===== src/hdl/dbg_serial_pkg.sv =====
// Constants for the debug serial link with autobaud
package dbg_serial_pkg;
    localparam int DATA_BITS = 8;
    localparam int AUTOBAUD_LOW_BITS = 8;
    localparam int MIN_BAUD_DIV = 512;
    localparam int MAX_BAUD_DIV = 4;
    localparam int AUTOBAUD_SHIFT = 3;
    localparam int BIT_CNT_W = 4;
    localparam int CLK_PERIOD_NS = 8;
    localparam int PERIOD_W = 10;
    localparam int LOW_CNT_W = 13;
    localparam logic [7:0] AUTOBAUD_CHAR = 8'h80;
    localparam logic LINE_IDLE = 1'b1;
    localparam logic START_LEVEL = 1'b0;
    localparam logic STOP_LEVEL = 1'b1;
endpackage : dbg_serial_pkg


===== src/hdl/baud_tick_if.sv =====
// Bit timing signals shared between the link and its bit timer
`timescale 1ns/1ps
interface baud_tick_if #(parameter int PW = 10);
    logic restart;
    logic [PW-1:0] period;
    logic half_tick;
    logic full_tick;
    modport timer (input restart, input period,
        output half_tick, output full_tick);
    modport user (output restart, output period,
        input half_tick, input full_tick);
endinterface : baud_tick_if


===== src/hdl/baud_timer.sv =====
// Bit period timer producing mid-bit and end-of-bit ticks
`timescale 1ns/1ps
module baud_timer #(
    parameter int PW = 10
) (
    input wire logic ref_clk_i,
    input wire logic rst_n_i,
    baud_tick_if.timer bt
);
    logic [PW-1:0] cnt;
    wire logic [PW-1:0] half_point;
    wire logic at_end;
    assign half_point = bt.period >> 1;
    assign at_end = (cnt == bt.period - PW'(1));
    assign bt.half_tick = !bt.restart && (cnt == half_point);
    assign bt.full_tick = !bt.restart && at_end;

    always_ff @(posedge ref_clk_i or negedge rst_n_i) begin
        if (!rst_n_i) begin
            cnt <= '0;
        end else if (bt.restart || at_end) begin
            cnt <= '0;
        end else begin
            cnt <= cnt + PW'(1);
        end
    end
endmodule : baud_timer


===== src/hdl/debug_serial_unit.sv =====
// Debug serial character link with autobaud detection
`timescale 1ns/1ps
module debug_serial_unit
    import dbg_serial_pkg::*;
#(
    parameter int PW = PERIOD_W
) (
    input wire logic ref_clk_i,
    input wire logic rst_n_i,
    input wire logic rx_line_i,
    output logic tx_line_o,
    output logic baud_locked_o,
    output logic [PW-1:0] bit_period_o,
    output logic [7:0] rx_data_o,
    output logic rx_valid_o,
    output logic rx_frame_err_o,
    input wire logic [7:0] tx_data_i,
    input wire logic tx_valid_i,
    output logic tx_ready_o
);
    import dbg_serial_pkg::*;

    // ==========================================================
    // Types and state
    typedef enum logic [2:0] {
        AB_WAIT_IDLE = 3'b000,
        AB_WAIT_LOW = 3'b001,
        AB_MEASURE = 3'b011,
        AB_WAIT_END = 3'b010,
        AB_LOCKED = 3'b110
    } ab_state_t;

    typedef enum logic [1:0] {
        RX_IDLE = 2'b00,
        RX_START = 2'b01,
        RX_DATA = 2'b11,
        RX_STOP = 2'b10
    } rx_state_t;

    typedef enum logic [1:0] {
        TX_IDLE = 2'b00,
        TX_START = 2'b01,
        TX_DATA = 2'b11,
        TX_STOP = 2'b10
    } tx_state_t;

    ab_state_t ab_state;
    ab_state_t next_ab_state;
    rx_state_t rx_state;
    tx_state_t tx_state;
    logic [LOW_CNT_W-1:0] low_cnt;
    logic [BIT_CNT_W-1:0] rx_bits;
    logic [BIT_CNT_W-1:0] tx_bits;
    logic [7:0] rx_shift;
    logic [7:0] tx_shift;
    logic rx_prev;

    baud_tick_if #(.PW(PW)) rx_bt ();
    baud_tick_if #(.PW(PW)) tx_bt ();

    // ==========================================================
    // Autobaud detector
    wire logic locked;
    wire logic line_fell;
    wire logic [LOW_CNT_W-1:0] low_cnt_max;
    assign locked = (ab_state == AB_LOCKED);
    assign line_fell = rx_prev && (rx_line_i == START_LEVEL);
    assign low_cnt_max = LOW_CNT_W'(MIN_BAUD_DIV * AUTOBAUD_LOW_BITS);

    always_comb begin
        next_ab_state = ab_state;
        case (ab_state)
            AB_WAIT_IDLE: begin
                if (rx_line_i == LINE_IDLE) next_ab_state = AB_WAIT_LOW;
            end
            AB_WAIT_LOW: if (line_fell) next_ab_state = AB_MEASURE;
            AB_MEASURE: begin
                if (rx_line_i == LINE_IDLE) begin
                    next_ab_state = AB_WAIT_END;
                end else if (low_cnt == low_cnt_max) begin
                    next_ab_state = AB_WAIT_IDLE;
                end
            end
            AB_WAIT_END: next_ab_state = AB_LOCKED;
            AB_LOCKED: next_ab_state = AB_LOCKED;
            default: next_ab_state = AB_WAIT_IDLE;
        endcase
    end

    always_ff @(posedge ref_clk_i or negedge rst_n_i) begin
        if (!rst_n_i) begin
            ab_state <= AB_WAIT_IDLE;
            low_cnt <= '0;
            rx_prev <= LINE_IDLE;
            bit_period_o <= '0;
        end else begin
            ab_state <= next_ab_state;
            rx_prev <= rx_line_i;
            if (ab_state == AB_MEASURE) begin
                low_cnt <= low_cnt + LOW_CNT_W'(1);
            end else begin
                low_cnt <= LOW_CNT_W'(1);
            end
            if (ab_state == AB_WAIT_END) begin
                bit_period_o <= PW'(low_cnt >> AUTOBAUD_SHIFT);
            end
        end
    end

    assign baud_locked_o = locked;

    // ==========================================================
    // Receiver, sampling at mid-bit with the measured period
    assign rx_bt.period = bit_period_o;
    assign rx_bt.restart = (rx_state == RX_IDLE);
    baud_timer #(.PW(PW)) u_rx_timer (
        .ref_clk_i(ref_clk_i),
        .rst_n_i(rst_n_i),
        .bt(rx_bt.timer)
    );

    always_ff @(posedge ref_clk_i or negedge rst_n_i) begin
        if (!rst_n_i) begin
            rx_state <= RX_IDLE;
            rx_bits <= '0;
            rx_shift <= '0;
            rx_data_o <= '0;
            rx_valid_o <= 1'b0;
            rx_frame_err_o <= 1'b0;
        end else begin
            rx_valid_o <= 1'b0;
            case (rx_state)
                RX_IDLE: if (locked && line_fell) rx_state <= RX_START;
                RX_START: begin
                    if (rx_bt.half_tick) begin
                        rx_state <= (rx_line_i == START_LEVEL) ? RX_DATA
                                                               : RX_IDLE;
                        rx_bits <= '0;
                    end
                end
                RX_DATA: begin
                    if (rx_bt.half_tick) begin
                        rx_shift <= {rx_line_i, rx_shift[7:1]};
                        rx_bits <= rx_bits + BIT_CNT_W'(1);
                        if (rx_bits == BIT_CNT_W'(DATA_BITS - 1)) begin
                            rx_state <= RX_STOP;
                        end
                    end
                end
                RX_STOP: begin
                    if (rx_bt.half_tick) begin
                        rx_data_o <= rx_shift;
                        rx_valid_o <= 1'b1;
                        rx_frame_err_o <= (rx_line_i != STOP_LEVEL);
                        rx_state <= RX_IDLE;
                    end
                end
                default: rx_state <= RX_IDLE;
            endcase
        end
    end

    // ==========================================================
    // Transmitter, silent until the bit period is locked
    assign tx_bt.period = bit_period_o;
    assign tx_bt.restart = (tx_state == TX_IDLE);
    assign tx_ready_o = locked && (tx_state == TX_IDLE);
    baud_timer #(.PW(PW)) u_tx_timer (
        .ref_clk_i(ref_clk_i),
        .rst_n_i(rst_n_i),
        .bt(tx_bt.timer)
    );

    always_ff @(posedge ref_clk_i or negedge rst_n_i) begin
        if (!rst_n_i) begin
            tx_state <= TX_IDLE;
            tx_line_o <= LINE_IDLE;
            tx_bits <= '0;
            tx_shift <= '0;
        end else begin
            case (tx_state)
                TX_IDLE: begin
                    tx_line_o <= LINE_IDLE;
                    if (tx_valid_i && tx_ready_o) begin
                        tx_shift <= tx_data_i;
                        tx_line_o <= START_LEVEL;
                        tx_state <= TX_START;
                    end
                end
                TX_START: begin
                    if (tx_bt.full_tick) begin
                        tx_line_o <= tx_shift[0];
                        tx_shift <= tx_shift >> 1;
                        tx_bits <= '0;
                        tx_state <= TX_DATA;
                    end
                end
                TX_DATA: begin
                    if (tx_bt.full_tick) begin
                        tx_bits <= tx_bits + BIT_CNT_W'(1);
                        if (tx_bits == BIT_CNT_W'(DATA_BITS - 1)) begin
                            tx_line_o <= STOP_LEVEL;
                            tx_state <= TX_STOP;
                        end else begin
                            tx_line_o <= tx_shift[0];
                            tx_shift <= tx_shift >> 1;
                        end
                    end
                end
                TX_STOP: begin
                    if (tx_bt.full_tick) begin
                        tx_state <= TX_IDLE;
                    end
                end
                default: tx_state <= TX_IDLE;
            endcase
        end
    end

    // ==========================================================
    // Assertions
    property p_idle_tx;
        @(posedge ref_clk_i) disable iff (!rst_n_i)
        !locked |-> (tx_line_o == LINE_IDLE && !tx_ready_o);
    endproperty
    a_idle_tx: assert property (p_idle_tx)
        else $error("tx active before lock");

    property p_no_rx_before_lock;
        @(posedge ref_clk_i) disable iff (!rst_n_i)
        !locked |-> !rx_valid_o;
    endproperty
    a_no_rx_before_lock: assert property (p_no_rx_before_lock)
        else $error("rx data before lock");

    property p_lock_period;
        @(posedge ref_clk_i) disable iff (!rst_n_i)
        (ab_state == AB_WAIT_END) |=>
            (locked && bit_period_o == PW'($past(low_cnt) >> AUTOBAUD_SHIFT));
    endproperty
    a_lock_period: assert property (p_lock_period)
        else $error("period not low time over eight");

    property p_lock_stays;
        @(posedge ref_clk_i) disable iff (!rst_n_i)
        locked |=> locked && $stable(bit_period_o);
    endproperty
    a_lock_stays: assert property (p_lock_stays)
        else $error("lock lost");

    property p_start_bit;
        @(posedge ref_clk_i) disable iff (!rst_n_i)
        (tx_valid_i && tx_ready_o) |=> (tx_line_o == START_LEVEL);
    endproperty
    a_start_bit: assert property (p_start_bit)
        else $error("missing start bit");

    property p_stop_bit;
        @(posedge ref_clk_i) disable iff (!rst_n_i)
        (tx_state == TX_STOP) |-> (tx_line_o == STOP_LEVEL);
    endproperty
    a_stop_bit: assert property (p_stop_bit)
        else $error("stop bit not high");

    property p_measure_bound;
        @(posedge ref_clk_i) disable iff (!rst_n_i)
        (ab_state == AB_MEASURE) |-> (low_cnt <= low_cnt_max);
    endproperty
    a_measure_bound: assert property (p_measure_bound)
        else $error("low count overran");

    property p_ready_drop;
        @(posedge ref_clk_i) disable iff (!rst_n_i)
        (tx_valid_i && tx_ready_o) |=> !tx_ready_o [*2];
    endproperty
    a_ready_drop: assert property (p_ready_drop)
        else $error("ready during frame");

    c_lock: cover property (@(posedge ref_clk_i) $rose(locked));
    c_rx: cover property (@(posedge ref_clk_i) rx_valid_o);
    c_tx: cover property (@(posedge ref_clk_i) tx_state == TX_STOP);
endmodule : debug_serial_unit


===== config.mk =====
export PLATFORM = sky130hd
export DESIGN_NAME = debug_serial_unit
export DESIGN_NICKNAME = d
export VERILOG_FILES = /design/src/hdl/dbg_serial_pkg.sv /design/src/hdl/baud_tick_if.sv /design/src/hdl/baud_timer.sv /design/src/hdl/debug_serial_unit.sv
export SDC_FILE = /design/constraint.sdc
export NUM_CORES = 1
export LEC_CHECK = 0
export BUFFER_PORTS_ARGS = -buffer_cell sky130_fd_sc_hd__buf_4
export CELL_PAD_IN_SITES_DETAIL_PLACEMENT = 0
export CELL_PAD_IN_SITES_GLOBAL_PLACEMENT = 1
export CORE_AREA = 2 2 98 100
export DETAILED_ROUTE_END_ITERATION = 10
export DIE_AREA = 0 0 100 102
export GPL_ROUTABILITY_DRIVEN = 1
export MAX_ROUTING_LAYER = met4
export PLACE_DENSITY = 0.87
export SYNTH_ARGS = -nofsm -noshare
export SYNTH_HDL_FRONTEND = slang
export SYNTH_SLANG_ARGS = --single-unit

===== constraint.sdc =====
create_clock -name ref_clk_i -period 4.5 [get_ports ref_clk_i]
set_input_delay 0.225 -clock ref_clk_i [delete_from_list [all_inputs] [get_ports ref_clk_i]]
set_output_delay 0.225 -clock ref_clk_i [all_outputs]
set_load 0.005 [all_outputs]

==> impl_results.md, run 1 <==
* Critical path type: reg -> reg
* Clock sink count at 86
* Sequential area share after synthesis at 47.4%
* Die Ht at 102 µm
* Reg2Reg Depth at 9
* Htree depth at 3
* DR DRC count at 0
* Synth warn at 0
* Leakage at 2.34 nW
* # port buffers at 34
* Slew Viols, Final at 0
* Vias/cell at 5.60
* Req. time, crit path at 4.79 ns
* Starting density of the core at 49.9%
* CTS buffer count at 9
* Vias at 3336
* Post-route cell area at 5060 µm²
* Sequential share of power at 50.4%
* Count of final hold-check violations at 0
* Syn-to-layout area delta at 11.5%
* Critical Path AT at 3.16 ns
* Post-synthesis simple-gate area fraction at 18.9%
* Clk_skew at 0.0123 ns
* Tmin final at 2.87 ns
* Startpoint Class: register
* Core area at 9110 µm²
* DIE AREA at 10200 µm²
* Synth async-reset ratio at 100%
* Peak VDD IR at 0.000255 V
* Comb pwr share at 21.7%
* Placer Congestion at 0.864
* DP HPWL at 6450 µm
* Syn Area/Cell at 9.96 µm²
* Avg WL per Cell at 15.5 µm
* Largest net degree at the start of global routing at 87
* CTS tree: built
* Placed cell areas at 4840 µm²
* Max Fclk at 0.348 GHz
* Total gr overflow at 0
* Net Count, Synth at 475
* Largest family of logic cells by synthesized area: simple AND/OR/NAND/NOR gates
* Top-level port count at 35
* Fin crit share at 63.8%
* Inserted Diodes at 0
* EDFF count, synth at 0
* Antenna violations before repair at 0
* Worst-margin pin slew at 1.08 ns
* Clk_lat worst skew at 0.36 ns
* Int Pwr at 1.38 mW
* Worst hold-check path type: in -> async
* Sw frac at 33.3%
* Die Width at 100 µm
* Post-synthesis cell type count at 54
* Clock power frac at 28.0%
* PostCTS Resize Cnt at 0
* Final net count at 499
* All-layer global routing usage at 20.2%
* Final setup viols at 0
* Synthesis-stage register bit count at 86
* Pwr Total at 2.07 mW
* Detailed Routing Iterations Pass 1 at 6
* Post-Synthesis Cells at 456
* Compound-Gate Fraction of Synth Area at 10.3%
* Reg clk slew, reported paths at 0.09 ns
* Max-cap violations at 0
* Synth Area in Adders at 1.93%
* Worst R2R Setup Slack at 1.63 ns
* DRT antenna net count at 0
* RSZ-0062 raised after global routing: false
* Main flop type after synthesis: dfrtp_1
* Share of post-route cells with drive strength above 1 at 17.9%
* RR Endpoint: tx_bits[2]
* PwrDens at 409 nW/µm²
* Routed WL at 9250 µm
* Total negative slack at 0 ns
* CTS max path bufs at 2
* Mux contribution to synthesized area at 5.92%
* Row Count at 35
* Crit. End Element: register
* R2R Path Start: bit_period_o[0]
* Xor and xnor fraction of the mapped netlist area at 11.4%
* Crit Path Max Fanout at 15
* Netlist Area Pre-Place at 4540 µm²
* Vias in the first global route at 3276
* 1st-iter DRT viols at 168
* Run status: completed
* CTS root buf: clkbuf_8
* Switch Pwr at 0.690 mW
* First-pass GRT wire length at 15800 µm
* Relative slew slack at 28.0%
## power groups by stage
stage | Sequential [mW] | Combinational (mW) | Clock (mW)
finish | 1.04 | 0.449 | 0.580
global route | 1.07 | 0.519 | 0.622
CTS | 1.05 | 0.456 | 0.593
detailed placement | 1.06 | 0.453 | 0
global placement | 1.05 | 0.438 | 0
floorplan | 1.01 | 0.350 | 0
## cells in the mapped netlist, drive strengths merged, types with 2 or more instances
| cell | instances | area (µm²) |
|---|---|---|
| dfstp | 2 | 52.6 |
| nor2 | 51 | 201 |
| nor2b | 2 | 12.5 |
| and2 | 3 | 18.8 |
| and3 | 4 | 25.0 |
| nor4 | 6 | 58.8 |
| nand4 | 9 | 71.3 |
| or3 | 7 | 43.8 |
| buf | 8 | 48.8 |
| dfrtp | 84 | 2100 |
| inv | 22 | 82.6 |
| xnor2 | 27 | 236 |
| nand3b | 3 | 26.3 |
| a22o | 9 | 78.8 |
| nor4b | 2 | 17.5 |
| nand2 | 33 | 124 |
| a31oi | 8 | 50.1 |
| nor3b | 3 | 27.5 |
| xor2 | 32 | 280 |
| nor3 | 11 | 55.1 |
| nand3 | 24 | 120 |
| o31ai | 4 | 35.0 |
| ha | 7 | 87.6 |
| a21boi | 2 | 15.0 |
| a21oi | 7 | 35.0 |
| mux2 | 23 | 259 |
| o21ai | 29 | 149 |
| o211ai | 5 | 37.5 |
| clkbuf | 15 | 56.3 |
## worst max path at each step
| stage | startpoint | slack (ns) | depth (start not counted) | to |
|---|---|---|---|---|
| global route | bit_period_o[0] | 1.43 | 9 | tx_bits[2] |
| global placement | bit_period_o[0] | 1.79 | 9 | tx_bits[2] |
| finish | bit_period_o[0] | 1.63 | 9 | tx_bits[2] |
| CTS | bit_period_o[0] | 1.66 | 9 | tx_bits[2] |
| floorplan | bit_period_o[0] | 2.01 | 8 | tx_bits[0] |
| detailed placement | bit_period_o[0] | 1.70 | 9 | tx_bits[2] |
## routing by layer
metal | GRT usage [%] | up-vias | share of wire, %
met2 | 32.3 | 54 | 48
met5 | - | - | 0
met1 | 25.5 | 1640 | 46
li1 | - | 1626 | -
met4 | 7.38 | 0 | 1.6
met3 | 4.17 | 16 | 3.8
## cell families after synthesis
family | count (synthesis)
mux | 24
flops | 86
buf+inv | 45
compound gates | 72
fa+ha+maj | 7
xor+xnor | 59
simple gates | 163
## registers in the layout, indices dropped and copies added (netlist names), 2 cells and up
signal	count
u_tx_timer.cnt	10
bit_period_o	10
tx_state	2
ab_state	3
u_rx_timer.cnt	10
rx_bits	4
rx_data_o	8
low_cnt	13
tx_shift	8
tx_bits	4
rx_state	2
rx_shift	8
## final cells by class
type	instances	area [µm²]
fill	827	4050
multi-input combinational	325	2200
sequential	86	2150
timing repair buffer	36	273
tap	111	139
clock buffer	9	124
clock inverter	7	91.3
inverter	22	82.6
## per-stage QoR
step	utilization [%]	hold slack, ns	std cells	worst slack, ns
2_1_floorplan	-	-0.0706	456	2.01
3_3_place_gp	53.1	0.378	579	1.79
3_5_place_dp	53.1	0.379	579	1.70
4_1_cts	55.6	0.101	596	1.66
5_1_grt	55.6	0.158	596	1.43
6_report	55.6	0.0364	596	1.63
## timing repair
action,CTS,global route
hold endpoints to repair,1,0
buffers inserted,0,0
hold buffers,1,0
## layout by cell type, fill, tap and decap left out, types with 2 or more instances in the layout
cell	count
mux2_2	23
nand2_1	33
o21ai_0	28
inv_1	22
xor2_1	32
dfstp_2	2
buf_4	35
and3_1	4
nor4_1	4
and2_1	3
nor2b_1	2
dfrtp_1	84
nand4_1	8
nand3_1	24
clkbuf_8	9
nor2_1	49
nor3b_1	2
o31ai_1	3
xnor2_1	27
o211ai_1	5
inv_6	2
nor4b_1	2
a21boi_0	2
a22o_1	9
a31oi_1	8
nor3_1	11
ha_1	7
or3_1	7
nand3b_1	2
a21oi_1	7
## critical path, cell delays in order (launching register included)
cell and delay, ns:
dfrtp_1 0.48, inv_1 0.11, ha_1 0.20, nor3b_2 0.46, a41oi_1 0.17, a221oi_1 0.39
or3_1 0.25, nand4_4 0.24, or3_1 0.42, nand3_1 0.08
Power figures use the tool's default switching activity.
==> run 2, diff against run 1 <==
--- a/config.mk
+++ b/config.mk
@@ -5,15 +5,16 @@
 export SDC_FILE = /design/constraint.sdc
 export NUM_CORES = 1
 export LEC_CHECK = 0
+export ABC_AREA = 1
 export BUFFER_PORTS_ARGS = -buffer_cell sky130_fd_sc_hd__buf_4
 export CELL_PAD_IN_SITES_DETAIL_PLACEMENT = 0
 export CELL_PAD_IN_SITES_GLOBAL_PLACEMENT = 1
-export CORE_AREA = 2 2 98 100
+export CORE_AREA = 2 2 105 107
 export DETAILED_ROUTE_END_ITERATION = 10
-export DIE_AREA = 0 0 100 102
+export DIE_AREA = 0 0 107 109
 export GPL_ROUTABILITY_DRIVEN = 1
 export MAX_ROUTING_LAYER = met4
-export PLACE_DENSITY = 0.87
+export PLACE_DENSITY = 0.82
 export SYNTH_ARGS = -nofsm -noshare
 export SYNTH_HDL_FRONTEND = slang
 export SYNTH_SLANG_ARGS = --single-unit
==> constraint.sdc (replaced) <==
create_clock -name ref_clk_i -period 3 [get_ports ref_clk_i]
set_input_delay 0.15 -clock ref_clk_i [delete_from_list [all_inputs] [get_ports ref_clk_i]]
set_output_delay 0.15 -clock ref_clk_i [all_outputs]
set_load 0.005 [all_outputs]
==> impl_results.md, run 2 <==
* Tmin final at 2.37 ns
* Count of final hold-check violations at 0
* Worst Hold Path EP: tx_shift[3]
* Core area at 10600 µm²
* Pwr Total at 4.21 mW
* Fin crit share at 78.9%
* Slew Viols, Final at 0
* Top-level port count at 35
* CTS tree: built
* Syn-to-layout area delta at 14.4%
* Avg WL per Cell at 12.9 µm
* Detailed Routing Iterations Pass 1 at 4
* Placed cell areas at 5010 µm²
* Syn Area/Cell at 7.64 µm²
* Share of post-route cells with drive strength above 1 at 12.3%
* M1 wire length at 4850 µm
* Post-route cell area at 5260 µm²
* Startpoint Class: register
* Synth async-reset ratio at 100%
* PostCTS Resize Cnt at 0
* Final setup viols at 0
* Row Count at 38
* RSZ-0062 raised after global routing: false
* R2R Path Start: bit_period_o[0]
* Net Count, Synth at 620
* DRT antenna net count at 0
* Crit Path Max Fanout at 10
* Setup bufs post-CTS at 0
* Leakage at 2.65 nW
* Req. time, crit path at 3.25 ns
* Peak VDD IR at 0.000344 V
* Worst R2R Setup Slack at 0.63 ns
* Final net count at 663
* Non-Filler Instances at 789
* Placer Congestion at 0.848
* Critical Path AT at 2.62 ns
* Filler Cells Inserted at 1068
* Critical path type: reg -> reg
* Post-synth top area share at 45.8%
* Netlist Area Pre-Place at 4590 µm²
* RR Endpoint: tx_shift[7]
* All-layer global routing usage at 19.6%
* 1st-iter DRT viols at 163
* Area of the multi-input gates at 2100 µm²
* Largest register FFs at 13
* Metal2 WL at 4860 µm
* Routed WL at 10200 µm
* DR DRC count at 0
* Htree depth at 3
* Inserted Diodes at 0
* EDFF count, synth at 0
* Relative slew slack at 60.5%
* First-pass GRT wire length at 17400 µm
* Placed cell count at 771
* Count leader, synth: nand2_1
* Synthesis-stage register bit count at 86
* Synth warn at 0
* Most frequent cells in the layout: nand2_1 (169), dfrtp_1 (84), inv_1 (75), nor2_1 (63), nand3_1 (46)
* Die Width at 107 µm
* Crit. End Element: register
* Clock sink count at 86
* WHS Path Cells at 5
* Reg2Reg Depth at 16
* Post-synth top area cell: dfrtp_1
* Post-Synthesis Cells at 601
* Antenna violations before repair at 0
* Reg clk slew, reported paths at 0.09 ns
* Storage cell area at 2150 µm²
* Total gr overflow at 0
* CTS max path bufs at 2
* Largest net degree at the start of global routing at 46
* Ranking of synthesized cells by area: dfrtp_1 (46%), nand2_1 (14%), inv_1 (6.1%)
* # port buffers at 34
* Clk_skew at 0.00927 ns
* Most common cell after layout, fill and taps aside: nand2_1
* Detailed route wirelength on metal3 at 342 µm
* Synth top cells by count: nand2_1 (169), dfrtp_1 (84), inv_1 (75)
* Worst-margin pin slew at 0.592 ns
* Worst hold start: tx_data_i[3]
* DP HPWL at 7520 µm
* Max Used Layer: met4
* Sequential area share after synthesis at 46.9%
* Clk_lat worst skew at 0.36 ns
* Max Fclk at 0.423 GHz
* Total negative slack at 0 ns
* Vias at 3860
* Die Ht at 109 µm
* CTS buffer count at 9
* Starting density of the core at 43.3%
* Cts hold-fix bufs at 2
* Vias/cell at 4.89
* Vias in the first global route at 3727
* CTS root buf: clkbuf_8
* DIE AREA at 11700 µm²
* Max-cap violations at 0
* Top reg by flops: low_cnt
* Post-synthesis cell type count at 40
* Run status: completed
* Worst hold-check path type: in -> reg
* PwrDens at 802 nW/µm²
* Main flop type after synthesis: dfrtp_1
## run 2: cell count changes after synthesis, moves of 6 or more
cell      change
nand2_1     +136
inv_1        +53
xnor2_1      -25
mux2_2       -23
nand3_1      +22
xor2_1       -15
a21oi_1      +14
nor2_1       +14
clkbuf_1     -11
o21ai_0      +11
a22o_1        -9
o21ai_1       +8
or3_1         -7
nand2_2       +6
## run 2: kinds of logic (layout without fill, tap and decap cells)
family / count (synthesis) / after routing / share of synthesized area [%]
AND/OR/NAND/NOR: 321 / 321 / 30.7
multiplexers: 1 / 1 / 0.218
adder cells (fa/ha/maj): 7 / 7 / 1.91
buffers and inverters: 87 / 135 / 7.33
AO/OA/AOI/OAI: 80 / 80 / 9.31
flip-flops: 86 / 86 / 46.9
XOR/XNOR: 19 / 19 / 3.62
## run 2: cell type report
cell class	instances	share of cell area [%]
multi-input cells	428	40.0
flip-flops and latches	86	41.0
clock buffers	11	2.69
repair buffers	40	5.81
well taps	140	3.33
clock inverters	5	1.55
inverters	79	5.64
## run 2: per-layer routing
metal | track usage [%] | vias up
met4 | 5.84 | 0
met2 | 31.6 | 48
li1 | - | 2006
met3 | 4.12 | 11
met5 | - | -
met1 | 25.0 | 1795
## run 2: worst max-delay path by stage
stage               cells past startpoint             from           to
floorplan                              15  bit_period_o[0]  tx_shift[7]
global placement                       14  bit_period_o[0]  tx_shift[2]
detailed placement                     16  bit_period_o[0]  tx_shift[7]
CTS                                    16  bit_period_o[0]  tx_shift[7]
global route                           16  bit_period_o[0]  tx_shift[5]
finish                                 16  bit_period_o[0]  tx_shift[7]
## run 2: through the flow
stage	setup slack, ns	hold WS [ns]	utilization, %
after floorplan	0.984	-0.146	-
after global placement	0.809	0.190	47.3
after detailed placement	0.692	0.203	47.3
after CTS	0.640	0.101	49.6
after global routing	0.418	0.120	49.6
final	0.634	0.118	49.6
## run 2: where the power goes
part | switching (mW) | internal, mW
logic | 1.03 | 0.611
registers | 0.254 | 1.40
clock network | 0.429 | 0.494
## run 2: critical path: stages, from the launching register on
cell     delay [ns]
dfrtp_1        0.44
inv_1          0.12
ha_1           0.30
inv_1          0.11
nand2_1        0.07
nand3_1        0.09
nand2_1        0.06
nor2_1         0.17
nand2_1        0.08
nor2_1         0.09
nand2_1        0.09
nor2_4         0.13
nand3_4        0.11
nand2_4        0.14
nand2_4        0.10
nand2_1        0.09
nand2_1        0.06
==> run 3, diff against run 2 <==
==> constraint.sdc (replaced) <==
create_clock -name ref_clk_i -period 2.2 [get_ports ref_clk_i]
set_input_delay 0.11 -clock ref_clk_i [delete_from_list [all_inputs] [get_ports ref_clk_i]]
set_output_delay 0.11 -clock ref_clk_i [all_outputs]
set_load 0.005 [all_outputs]
==> impl_results.md, run 3 (synthesis gave the netlist of run 2 again) <==
* Detailed Routing Iterations Pass 1 at 4
* Count of final hold-check violations at 0
* Peak VDD IR at 0.000634 V
* Routed WL at 10300 µm
* Sequential share of power at 38.7%
* 1st-iter DRT viols at 154
* Critical path type: reg -> reg
* Syn-to-layout area delta at 17.8%
* Switch Pwr at 2.39 mW
* Slew Viols, Final at 0
* Top reg by flops: low_cnt
* Starting density of the core at 43.3%
* Placer Congestion at 0.875
* Final net count at 677
* Worst stage delay on the critical path at 0.39 ns
* Clock power frac at 19.1%
* Filler Cells Inserted at 1038
* RSZ-0062 raised after global routing: true
* Core area at 10600 µm²
* Run status: completed
* Largest net degree at the start of global routing at 45
* PwrDens at 1070 nW/µm²
* Buf+Inv Stages, Crit Path at 2
* Reg clk slew, reported paths at 0.09 ns
* Max-cap violations at 0
* All-layer global routing usage at 19.9%
* Inserted Diodes at 0
* Worst path cell trace: inv_2 > ha_4 > xor2_1 > nand2_1 > nor2_2 > nand2_1 > nor2_1 > nand2_1 > nor2_4 > nand3_4 > nand2_8 > buf_6 > nand3_1 > nand2_2
* Clock sink count at 86
* Vias in the first global route at 3867
* Critical path's top delay family: simple AND/OR/NAND/NOR gates
* Clk_skew at 0.0111 ns
* Row Count at 38
* Most common cell after layout, fill and taps aside: nand2_1
* CTS buffer count at 9
* Clk_lat worst skew at 0.37 ns
* Leakage at 2.71 nW
* DIE AREA at 11700 µm²
* Htree depth at 3
* First-pass GRT wire length at 17900 µm
* Top-level port count at 35
* Sw frac at 41.2%
* Worst setup margin at 0.141 ns
* Pwr Total at 5.80 mW
* Pre-CTS WS at 0.0662 ns
* DRT antenna net count at 0
* Critical Path AT at 2.36 ns
* Antenna violations before repair at 0
* CTS tree: built
* Relative slew slack at 60.9%
* Most frequent cells in the layout: nand2_1 (163), dfrtp_1 (81), inv_1 (72), nor2_1 (61), buf_4 (49)
* Total gr overflow at 0
* DP HPWL at 7520 µm
* Fin crit share at 93.6%
* Vias at 3954
* Avg WL per Cell at 12.8 µm
* Die Width at 107 µm
* Detailed route wirelength on metal3 at 291 µm
* Most used cell, CP: nand2_1
* Max Fclk at 0.486 GHz
* Worst-margin pin slew at 0.587 ns
* M1 wire length at 4770 µm
* Metal2 WL at 5140 µm
* Share of post-route cells with drive strength above 1 at 16.1%
* # port buffers at 34
* Worst path slowest cell: dfrtp_1
* Startpoint Class: register
* Req. time, crit path at 2.50 ns
* Largest register FFs at 13
* CTS max path bufs at 2
* DR DRC count at 0
* Vias/cell at 4.92
* Final setup viols at 0
* Comb pwr share at 42.2%
* Tmin final at 2.06 ns
* Crit. End Element: register
* Total negative slack at 0 ns
* Worst hold margin at 0.0685 ns
* Worst hold-check path type: in -> reg
* Crit Path Max Fanout at 6
* Max Used Layer: met4
* Int Pwr at 3.41 mW
* CTS root buf: clkbuf_8
* Die Ht at 109 µm
==> run 3: cell count changes in the layout (fill, tap and decap cells not counted), sizes merged <==
| cell | delta |
|---|---|
| clkinvlp | -1 |
| buf | +14 |
| bufinv | -1 |
| clkbuf | +1 |
| clkinv | +1 |
==> run 3: layout make-up <==
cell class,count,area [µm²],area share [%]
Multi-Input combinational cell,428,2170,40.1
Sequential cell,86,2160,39.9
Timing Repair Buffer,54,430,7.95
Inverter,79,297,5.48
Tap cell,140,175,3.24
Clock buffer,12,135,2.50
Clock inverter,4,48.8,0.902
==> run 3: path summary, 6_finish.rpt <==
| check | start | endpoint | slack (ns) | cells after the start |
|---|---|---|---|---|
| setup / recovery | bit_period_o[1] | tx_shift[7] | 0.14 | 14 |
| min in group asynchronous | rst_n_i | u_tx_timer.cnt[7] | 0.27 | 2 |
| hold reg to reg | tx_shift[5] | tx_shift[5] | 0.48 | 2 |
| hold / removal | tx_data_i[1] | tx_shift[1] | 0.07 | 5 |
| setup reg to reg | bit_period_o[1] | tx_shift[7] | 0.14 | 14 |
| max in group asynchronous | rst_n_i | rx_prev | 1.24 | 3 |
==> run 3: routing by layer <==
| layer | global-route usage, % | up-vias |
|---|---|---|
| met5 | - | - |
| met4 | 4.17 | 0 |
| met3 | 4.84 | 8 |
| met2 | 33.7 | 48 |
| met1 | 24.3 | 1858 |
| li1 | - | 2040 |
==> run 3: timing repair <==
action                                  in CTS  in global routing
setup buffers                                0                  9
hold endpoints to repair                    45                  0
hold buffers                                 2                  0
resized for setup                            0                 23
endpoints found under the setup margin       0                 35
==> run 3: worst min-delay path, stage by stage <==
cell     delay [ns]
buf_4          0.07
nand2_1        0.04
nand2_1        0.05
nand3_1        0.07
nand2_1        0.06
==> run 3: power by group through the flow <==
stage / Combinational, mW / Sequential [mW] / Clock [mW]
detailed placement: 2.30 / 2.27 / 0
floorplan: 1.71 / 2.18 / 0
global route: 2.83 / 2.30 / 1.19
global placement: 2.24 / 2.26 / 0
finish: 2.45 / 2.25 / 1.11
CTS: 2.31 / 2.24 / 1.14
==> run 3: through the flow <==
step / instances / utilization, % / instance area [µm²]
after floorplan: 601 / - / 4590
after global placement: 776 / 47.8 / 5060
after detailed placement: 776 / 47.8 / 5060
after CTS: 794 / 49.7 / 5270
after global routing: 803 / 51.1 / 5410
final: 803 / 51.1 / 5410
